==> config.mk <==
export PLATFORM = sky130hd
export DESIGN_NAME = mrs_datapath
export DESIGN_NICKNAME = d
export VERILOG_FILES = /design/src/logic/mrs_pkg.sv /design/src/logic/mrs_subtractor.sv /design/src/logic/mrs_datapath.sv
export SDC_FILE = /design/constraint.sdc
export NUM_CORES = 1
export LEC_CHECK = 0
export BUFFER_PORTS_ARGS = -buffer_cell sky130_fd_sc_hd__buf_2
export CORE_ASPECT_RATIO = 1.75
export CORE_MARGIN = 8
export CORE_UTILIZATION = 50
export CTS_BUF_LIST = sky130_fd_sc_hd__clkbuf_4 sky130_fd_sc_hd__clkbuf_8
export CTS_CLUSTER_SIZE = 30
export DETAILED_ROUTE_END_ITERATION = 6
export PLACE_DENSITY = 0.72
export SETUP_SLACK_MARGIN = 0.3
export SLEW_MARGIN = 20
export SYNTH_ARGS = -nofsm -noshare
export SYNTH_HDL_FRONTEND = slang
export SYNTH_SLANG_ARGS = --single-unit
export TNS_END_PERCENT = 1
==> constraint.sdc <==
create_clock -name core_clk_in -period 10.3 [get_ports core_clk_in]
set_input_delay 0.515 -clock core_clk_in [delete_from_list [all_inputs] [get_ports core_clk_in]]
set_output_delay 0.515 -clock core_clk_in [all_outputs]
set_load 0.02 [all_outputs]
==> src/logic/mrs_pkg.sv <==
// Package of operation codes, flag positions and reset values for the rotate/subtract/skip datapath
package mrs_pkg;

    // Operations carried out by this datapath
    typedef enum logic [4:0] {
        MRS_OP_NONE,
        MRS_OP_ROTATE_LEFT_THRU_CARRY_MEM,
        MRS_OP_ROTATE_LEFT_THRU_CARRY_TO_WORKING,
        MRS_OP_ROTATE_RIGHT_MEM,
        MRS_OP_ROTATE_RIGHT_TO_WORKING,
        MRS_OP_ROTATE_RIGHT_VIA_CY_MEM,
        MRS_OP_ROTATE_RIGHT_VIA_CY_TO_WORKING,
        MRS_OP_MINUS_WITH_BORROW_TO_WORKING,
        MRS_OP_MINUS_WITH_BORROW_TO_MEM,
        MRS_OP_MINUS_TO_WORKING,
        MRS_OP_MINUS_IMM_TO_WORKING,
        MRS_OP_MINUS_TO_MEM,
        MRS_OP_DECREMENT_SKIP_ZERO_MEM,
        MRS_OP_DECREMENT_SKIP_ZERO_WORKING,
        MRS_OP_INCREMENT_SKIP_ZERO_MEM,
        MRS_OP_INCREMENT_SKIP_ZERO_WORKING,
        MRS_OP_BIT_HIGH_SKIP,
        MRS_OP_BYTE_SET,
        MRS_OP_BIT_SET,
        MRS_OP_NIBBLE_EXCHANGE_MEM,
        MRS_OP_NIBBLE_EXCHANGE_TO_WORKING
    } mrs_op_t;

    // Positions of the four arithmetic flags in the flag vector
    localparam int MRS_FLAG_CARRY_POS     = 0;
    localparam int MRS_FLAG_HALF_CARRY_POS = 1;
    localparam int MRS_FLAG_ZERO_POS      = 2;
    localparam int MRS_FLAG_SIGN_ERR_POS  = 3;
    localparam int MRS_FLAG_WIDTH         = 4;

    // Reset values, and the all-ones byte written by byte set
    localparam logic [7:0] MRS_WORKING_RESET = 8'h00;
    localparam logic [3:0] MRS_FLAGS_RESET   = 4'h0;
    localparam logic [7:0] MRS_WR_DATA_RESET = 8'h00;
    localparam logic [7:0] MRS_BYTE_ALL_ONES = 8'hff;

    // Cycles spent by an instruction
    localparam logic [1:0] MRS_CYCLES_NORMAL = 2'h1;
    localparam logic [1:0] MRS_CYCLES_SKIP   = 2'h2;

endpackage

==> src/logic/mrs_subtractor.sv <==
// Eight-bit adder used for all subtract forms, giving result and the four flags
`timescale 1ns/1ps
`default_nettype none
module mrs_subtractor
    import mrs_pkg::*;
(
    input  wire logic [7:0] working_in,
    input  wire logic [7:0] operand_in,
    input  wire logic       carry_in,
    output logic      [7:0] result_out,
    output logic      [3:0] flags_out
);

    logic [4:0] low_sum;
    logic [3:0] high_sum;
    logic [7:0] inv_operand;
    logic       carry_into_7;

    // Working plus inverted operand plus carry; nibble split exposes carry out of bit 3
    always_comb begin
        inv_operand  = ~operand_in;
        low_sum      = {1'b0, working_in[3:0]} + {1'b0, inv_operand[3:0]} + {4'h0, carry_in};
        high_sum     = {1'b0, working_in[6:4]} + {1'b0, inv_operand[6:4]} + {3'h0, low_sum[4]};
        carry_into_7 = high_sum[3];
        result_out   = {working_in[7] ^ inv_operand[7] ^ carry_into_7, high_sum[2:0], low_sum[3:0]};
        flags_out    = '0;
        flags_out[MRS_FLAG_ZERO_POS]       = (result_out == 8'h00);
        flags_out[MRS_FLAG_HALF_CARRY_POS] = low_sum[4];
        // Carry out of bit 7 means no borrow
        flags_out[MRS_FLAG_CARRY_POS] = (working_in[7] & inv_operand[7])
            | (carry_into_7 & (working_in[7] ^ inv_operand[7]));
        // Signed overflow: carry into bit 7 differs from carry out of it
        flags_out[MRS_FLAG_SIGN_ERR_POS] = carry_into_7 ^ flags_out[MRS_FLAG_CARRY_POS];
    end

endmodule
`default_nettype wire

==> src/logic/mrs_datapath.sv <==
// Execution datapath for rotate, subtract, skip, set and swap operations
`timescale 1ns/1ps
`default_nettype none
module mrs_datapath
    import mrs_pkg::*;
(
    input  wire logic       core_clk_in,
    input  wire logic       rst_n_in,
    input  wire logic       exec_valid_in,
    input  wire mrs_op_t    op_in,
    input  wire logic [7:0] mem_data_in,
    input  wire logic [7:0] immediate_in,
    input  wire logic [2:0] bit_select_in,
    output logic [7:0]      working_register_out,
    output logic            carry_flag_out,
    output logic            half_carry_flag_out,
    output logic            zero_flag_out,
    output logic            sign_error_flag_out,
    output logic [7:0]      mem_wr_data_out,
    output logic            mem_wr_en_out,
    output logic            discard_fetch_out,
    output logic            busy_out
);

    // Operands are read combinationally in the cycle an op is taken, so the
    // sequencer must hold mem_data_in, immediate_in and bit_select_in up to
    // the taking edge and keep the byte address for the write-back pulse.
    // A skip costs one dummy cycle in which any offered op is dropped; this
    // stands in for the refetch after the prefetched word is thrown away.

    // Result and flag state
    logic [7:0] working_reg;
    logic [7:0] working_next;
    logic [3:0] flags_reg;
    logic [3:0] flags_next;

    // Write-back port; data holds its last value between pulses
    logic [7:0] mem_wr_data_reg;
    logic [7:0] mem_wr_data_next;
    logic       mem_wr_en_reg;
    logic       mem_wr_en_next;

    // Skip sequencing
    logic       discard_reg;
    logic       discard_next;
    logic       busy_reg;
    logic       busy_next;

    // Subtractor wiring; one adder serves every subtract form
    // Only operand and carry-in differ between the forms
    logic [7:0] sub_operand;
    logic       sub_carry;
    logic [7:0] sub_result;
    logic [3:0] sub_flags;

    // Helper values
    logic       carry_now;
    logic [7:0] dec_value;
    logic [7:0] inc_value;
    logic [7:0] swapped;
    logic [7:0] bit_mask;
    logic       bit_hit;
    logic       take;

    // Dummy cycle state of a skip
    // Two states suffice: no op is taken in the dummy cycle itself
    typedef enum logic {
        MRS_ST_RUN,
        MRS_ST_DUMMY
    } mrs_state_t;

    mrs_state_t state_reg;
    mrs_state_t state_next;

    // Stored carry feeds the rotates through carry and the borrow forms
    assign carry_now = flags_reg[MRS_FLAG_CARRY_POS];

    // Operand for the shared subtractor: immediate or memory, carry-in or forced one
    always_comb begin
        sub_operand = mem_data_in;
        sub_carry   = 1'b1;
        // Only the immediate form bypasses the memory byte
        if (op_in == MRS_OP_MINUS_IMM_TO_WORKING) begin
            sub_operand = immediate_in;
        end
        // Borrow forms take the stored carry, where one means no borrow
        if (op_in == MRS_OP_MINUS_WITH_BORROW_TO_WORKING ||
            op_in == MRS_OP_MINUS_WITH_BORROW_TO_MEM) begin
            sub_carry = carry_now;
        end
    end

    mrs_subtractor u_subtractor (
        .working_in (working_reg),
        .operand_in (sub_operand),
        .carry_in   (sub_carry),
        .result_out (sub_result),
        .flags_out  (sub_flags)
    );

    // Shared small operators; the counters wrap, so 01 for the decrement and ff for the increment give the skip cases
    always_comb begin
        dec_value = mem_data_in - 8'h01;
        inc_value = mem_data_in + 8'h01;
        swapped   = {mem_data_in[3:0], mem_data_in[7:4]};
    end

    // One select decoder per bit, shared by bit set and the bit-high skip
    for (genvar gi = 0; gi < 8; gi++) begin : g_bit_sel
        assign bit_mask[gi] = (bit_select_in == 3'(gi));
    end

    // Selected bit of the memory byte, for the skip test
    assign bit_hit = |(mem_data_in & bit_mask);

    // An instruction is only accepted outside the dummy cycle of a skip
    // Ops offered in the dummy cycle are dropped, not held over
    assign take = exec_valid_in && (state_reg == MRS_ST_RUN);

    // Next values of result, flags, write port and skip hit
    // Defaults: results and flags hold, pulses drop
    always_comb begin
        working_next     = working_reg;
        flags_next       = flags_reg;
        mem_wr_data_next = mem_wr_data_reg;
        mem_wr_en_next   = 1'b0;
        discard_next     = 1'b0;
        if (take) begin
            unique case (op_in)
                // Idle slot: state holds, no pulses
                MRS_OP_NONE: begin
                end
                // Old carry enters bit 0, bit 7 leaves into carry
                MRS_OP_ROTATE_LEFT_THRU_CARRY_MEM: begin
                    mem_wr_data_next = {mem_data_in[6:0], carry_now};
                    mem_wr_en_next   = 1'b1;
                    flags_next[MRS_FLAG_CARRY_POS] = mem_data_in[7];
                end
                // Same rotate into the working register; memory untouched
                MRS_OP_ROTATE_LEFT_THRU_CARRY_TO_WORKING: begin
                    working_next = {mem_data_in[6:0], carry_now};
                    flags_next[MRS_FLAG_CARRY_POS] = mem_data_in[7];
                end
                // Plain rotate: bit 0 wraps to bit 7, flags hold
                MRS_OP_ROTATE_RIGHT_MEM: begin
                    mem_wr_data_next = {mem_data_in[0], mem_data_in[7:1]};
                    mem_wr_en_next   = 1'b1;
                end
                // Plain rotate into the working register
                MRS_OP_ROTATE_RIGHT_TO_WORKING: begin
                    working_next = {mem_data_in[0], mem_data_in[7:1]};
                end
                // Old carry enters bit 7, bit 0 leaves into carry
                MRS_OP_ROTATE_RIGHT_VIA_CY_MEM: begin
                    mem_wr_data_next = {carry_now, mem_data_in[7:1]};
                    mem_wr_en_next   = 1'b1;
                    flags_next[MRS_FLAG_CARRY_POS] = mem_data_in[0];
                end
                // Same right rotate into the working register
                MRS_OP_ROTATE_RIGHT_VIA_CY_TO_WORKING: begin
                    working_next = {carry_now, mem_data_in[7:1]};
                    flags_next[MRS_FLAG_CARRY_POS] = mem_data_in[0];
                end
                // Subtract forms writing the working register; all four flags follow
                MRS_OP_MINUS_WITH_BORROW_TO_WORKING,
                MRS_OP_MINUS_TO_WORKING,
                MRS_OP_MINUS_IMM_TO_WORKING: begin
                    working_next = sub_result;
                    flags_next   = sub_flags;
                end
                // Subtract forms writing memory; the working register holds
                MRS_OP_MINUS_WITH_BORROW_TO_MEM,
                MRS_OP_MINUS_TO_MEM: begin
                    mem_wr_data_next = sub_result;
                    mem_wr_en_next   = 1'b1;
                    flags_next       = sub_flags;
                end
                // A zero result buys the skip; flags hold
                MRS_OP_DECREMENT_SKIP_ZERO_MEM: begin
                    mem_wr_data_next = dec_value;
                    mem_wr_en_next   = 1'b1;
                    discard_next     = (dec_value == 8'h00);
                end
                // Decrement into the working register, memory untouched
                MRS_OP_DECREMENT_SKIP_ZERO_WORKING: begin
                    working_next = dec_value;
                    discard_next = (dec_value == 8'h00);
                end
                // Increment wraps ff to 00, which is the skip case
                MRS_OP_INCREMENT_SKIP_ZERO_MEM: begin
                    mem_wr_data_next = inc_value;
                    mem_wr_en_next   = 1'b1;
                    discard_next     = (inc_value == 8'h00);
                end
                // Increment into the working register, memory untouched
                MRS_OP_INCREMENT_SKIP_ZERO_WORKING: begin
                    working_next = inc_value;
                    discard_next = (inc_value == 8'h00);
                end
                // Test only: no write-back and no flag change
                MRS_OP_BIT_HIGH_SKIP: begin
                    discard_next = bit_hit;
                end
                // Every bit forced high
                MRS_OP_BYTE_SET: begin
                    mem_wr_data_next = MRS_BYTE_ALL_ONES;
                    mem_wr_en_next   = 1'b1;
                end
                // Other seven bits pass through unchanged
                MRS_OP_BIT_SET: begin
                    mem_wr_data_next = mem_data_in | bit_mask;
                    mem_wr_en_next   = 1'b1;
                end
                // Halves exchanged in place
                MRS_OP_NIBBLE_EXCHANGE_MEM: begin
                    mem_wr_data_next = swapped;
                    mem_wr_en_next   = 1'b1;
                end
                MRS_OP_NIBBLE_EXCHANGE_TO_WORKING: begin
                    working_next = swapped;
                    // Write port stays idle and flags hold
                    mem_wr_en_next = 1'b0;
                end
                // Codes past the last operation are dropped as idle slots
                default: begin
                end
            endcase
        end
    end

    // Result, flag, write-back and discard-pulse registers only
    always_ff @(posedge core_clk_in or negedge rst_n_in) begin
        if (!rst_n_in) begin
            working_reg     <= MRS_WORKING_RESET;
            flags_reg       <= MRS_FLAGS_RESET;
            mem_wr_data_reg <= MRS_WR_DATA_RESET;
            mem_wr_en_reg   <= 1'b0;
            discard_reg     <= 1'b0;
        end else begin
            working_reg     <= working_next;
            flags_reg       <= flags_next;
            mem_wr_data_reg <= mem_wr_data_next;
            mem_wr_en_reg   <= mem_wr_en_next;
            discard_reg     <= discard_next;
        end
    end

    // Skip sequencing: a hit buys exactly one dummy cycle, and since no op is
    // taken in that cycle two dummies can never follow each other
    always_comb begin
        state_next = MRS_ST_RUN;
        busy_next  = 1'b0;
        if (take && discard_next) begin
            state_next = MRS_ST_DUMMY;
            busy_next  = 1'b1;
        end
    end

    // Skip sequencing registers only
    always_ff @(posedge core_clk_in or negedge rst_n_in) begin
        if (!rst_n_in) begin
            busy_reg  <= 1'b0;
            state_reg <= MRS_ST_RUN;
        end else begin
            busy_reg  <= busy_next;
            state_reg <= state_next;
        end
    end

    // Outputs straight from the registers: working register and flags
    assign working_register_out = working_reg;
    assign carry_flag_out       = flags_reg[MRS_FLAG_CARRY_POS];
    assign half_carry_flag_out  = flags_reg[MRS_FLAG_HALF_CARRY_POS];
    assign zero_flag_out        = flags_reg[MRS_FLAG_ZERO_POS];
    assign sign_error_flag_out  = flags_reg[MRS_FLAG_SIGN_ERR_POS];

    // Write-back and skip pulses, one cycle each
    assign mem_wr_data_out      = mem_wr_data_reg;
    assign mem_wr_en_out        = mem_wr_en_reg;
    assign discard_fetch_out    = discard_reg;
    assign busy_out             = busy_reg;

endmodule
`default_nettype wire

==> impl_metrics.yaml <==
clocking:
  post_cts_buffers: 0
  cts_tree: "built"
  clk_latency_ns: 0.28
  cts_buffers: 3
  htreeDepth: 1
  cts_resized: 0
  path_clk_slew_ns: 0.09
  cts.sinks: 22
  ctsHoldBuffers: 0
  cts-root-buf: "clkbuf_8"
  cts_max_path_buffers: 2
power_and_ir_drop:
  share_comb_of_total_power: 0.520
  p_seq_frac: 0.287
  clkPwrFrac: 0.193
  power_mw: 0.442
  p_int_mw: 0.244
  p_sw_mw: 0.198
  switching_share: 0.447
  power_density_nw_per_um2: 138
  peakVddDrop_uv: 54.3
  p_leak_nw: 1.28
timing:
  finalSetupTns_ns: 0
  final_hold_viol_count: 0
  rsz0062_at_grt: "no"
  fin_crit_sh: 0.483
  fin_ws_ns: 5.33
  setup_viol: 0
  slew_headroom: 0.333
  max_slew.worst_pin.slew_ns: 0.995
  min_period_ns: 4.97
  fmax_mhz: 201
  finClkSkew_ns: 0.0102
  slew_violations: 0
yosys:
  synth_compound_area_frac: 0.265
  synth_xor_xnor_area_share: 0.0502
  synth_cell_types: 72
  synthMuxAreaShare: 0.0426
  synth_seq_area_share: 0.186
  synthArstFlopShare: 1.00
  syn_nets: 422
  synth_adder_area_share: 0.0675
  synth_area_um2: 2970
  ys_seq_elements: 22
  yosys.area.top_type: "dfrtp_1"
  synthTopCellsByArea: "dfrtp_1 19%, xnor2_1 4.4%, a31oi_1 3.6%, fa_1 3.4%, ha_1 3.4%"
  synth_top_area_frac: 0.186
  netlist_instances: 382
  avgSynthCellArea_um2: 7.76
  synth_top_family_by_area: "simple AND/OR/NAND/NOR gates"
  synth_edf_count: 0
  synthSimpleGateAreaFrac: 0.311
  synth_ff_type: "dfrtp_1"
  yosysWarnings: 0
placement:
  port-buffer-count: 49
  gp_congestion: 1.02
  placed_area_um2: 3140
  pre_cts_slack_ns: 5.06
  dp_hpwl_um: 8350
detailed_routing:
  ant_nets: 0
  first_pass_iters: 7
  avgViaCountPerCell: 6.79
  routed_wl_um: 11000
  drt_iter0_drc: 260
  wl_per_cell_um: 23.1
  route.vias.total: 3246
  drc_errors: 0
setup_path:
  cp_max_fo: 36
  critPathKind: "in2reg"
  cp-start-kind: "input port"
  ff2ff_setup_slack_ns: 6.44
  path_cells: "buf_2 -> nor2b_1 -> nand2_1 -> mux2_2 -> fa_1 -> fa_1 -> inv_1 -> a21o_1 -> a21oi_1 -> fa_1 -> nor2b_1 -> o21ai_0 -> nand2b_1 -> fa_1 -> nor2b_1 -> nand4_1 -> or4_1 -> o21ai_1"
  path_buf_inv: 2
  cp.depth: 18
  cp_data_arrival_time_ns: 5.18
  cpLargestDelayFamily: "adder cells"
  worstPathRequired_ns: 10.51
  critPathCaptureType: "flop"
  crit_slowest_cell: "fa_1"
  timing.rr.end: "flags_reg[2]"
  reg2reg_depth: 15
  setup.worst_path.start: "op_in[1]"
  critPathMaxStageDelay_ns: 0.48
  rr_startpoint: "flags_reg[0]"
  cpMostUsedCell: "fa_1"
global_route:
  grt_pass1_wl_um: 17300
  grt_pass1_vias: 3174
  grt.total_usage: 0.258
  antenna_found_initial: 0
  gr-total-overflow: 0
  grt_max_degree: 37
flow_run:
  cap_violations: 0
min_path:
  hp-class: "in2async"
finish:
  diodes: 0
  areaGrowthSynthToFinish_pct: 8.35
  drive_gt1_frac: 0.165
  fin_nets: 441
  final_area_um2: 3210
floorplan:
  initial_core_util: 0.512
  ios: 50
  die_h_um: 118
  fp.dieW_um: 74.2
  core_um2: 5790
  placementRows: 37
  die-area_um2: 8750
status:
  status: "finished, final reports clean"
## how the worst max path moves through the flow
stage	endpoint	slack (ns)
after floorplan	flags_reg[2]	5.64
after global placement	flags_reg[2]	5.26
after detailed placement	flags_reg[2]	5.06
after CTS	flags_reg[2]	5.36
after global routing	flags_reg[2]	5.08
final	flags_reg[2]	5.33
## power by group through the flow
| stage | Combinational (mW) | Clock, mW | Sequential (mW) |
|---|---|---|---|
| after floorplan | 0.125 | 0 | 0.152 |
| final | 0.230 | 0.0854 | 0.127 |
| after global routing | 0.249 | 0.0893 | 0.129 |
| after detailed placement | 0.227 | 0 | 0.128 |
| after CTS | 0.229 | 0.0839 | 0.127 |
| after global placement | 0.224 | 0 | 0.127 |
## metal layers
metal	track usage	share of wire	vias up
met2	0.431	0.51	192
met1	0.283	0.36	1531
li1	-	-	1475
met5	0	0	-
met3	0.0401	0.072	48
met4	0.173	0.061	0
## final cells by class
| cell class | instances | area (µm²) |
|---|---|---|
| clock inverters | 1 | 30.0 |
| multi-input cells | 308 | 2180 |
| fillers | 583 | 2570 |
| well taps | 78 | 97.6 |
| repair buffers | 49 | 245 |
| clock buffers | 3 | 41.3 |
| flip-flops and latches | 22 | 551 |
| inverters | 17 | 63.8 |
## cell families (layout without fill, tap and decap cells)
group | Yosys count | in the layout
flip-flops | 22 | 22
AO/OA/AOI/OAI | 111 | 111
XOR/XNOR | 17 | 17
AND/OR/NAND/NOR | 155 | 155
buffers and inverters | 52 | 70
adder cells (fa/ha/maj) | 13 | 13
multiplexers | 12 | 12
## through the flow
| step | utilization | std cells | hold WS [ns] |
|---|---|---|---|
| after floorplan | - | 382 | 0.219 |
| after global placement | 0.543 | 474 | 0.463 |
| after detailed placement | 0.543 | 474 | 0.471 |
| after CTS | 0.555 | 478 | 0.220 |
| after global routing | 0.555 | 478 | 0.234 |
| final | 0.555 | 478 | 0.197 |
## worst reg2reg max path: cells and delay by family, from the launching register on
family                     cells  cell delay [ns]
and+or+nand+nor                6             1.06
adders and majority gates      4             1.74
AOI/OAI and AO/OA              4             0.40
DFF                            1             0.54
buffers and inverters          1             0.07
## synth_stat cells (10+ instances only)
| library cell | n |
|---|---|
| a21oi_1 | 12 |
| a31oi_1 | 17 |
| buf_2 | 13 |
| clkbuf_1 | 18 |
| dfrtp_1 | 22 |
| inv_1 | 15 |
| nand2_1 | 22 |
| nand3_1 | 16 |
| nor2_1 | 22 |
| nor2b_1 | 14 |
| nor3_1 | 11 |
| o21ai_1 | 10 |
| xnor2_1 | 15 |
## placed cells by master, fill, tap and decap left out, drive strengths merged, types with 4 or more instances in the layout
cell type	count
buf	49
nand2	22
nor2	22
dfrtp	22
o21ai	19
a31oi	17
inv	17
nand3	16
xnor2	15
a21oi	15
nor2b	14
nor3	11
nand2b	9
nand4	8
ha	8
mux2i	7
nand3b	7
nor3b	7
a221oi	6
a22o	6
o22ai	6
or3	6
nor4	5
a22oi	5
o2bb2ai	5
and3	5
fa	5
and2	5
mux2	5
a211oi	4
o32ai	4
No activity file was read; power rests on OpenSTA's default activity.
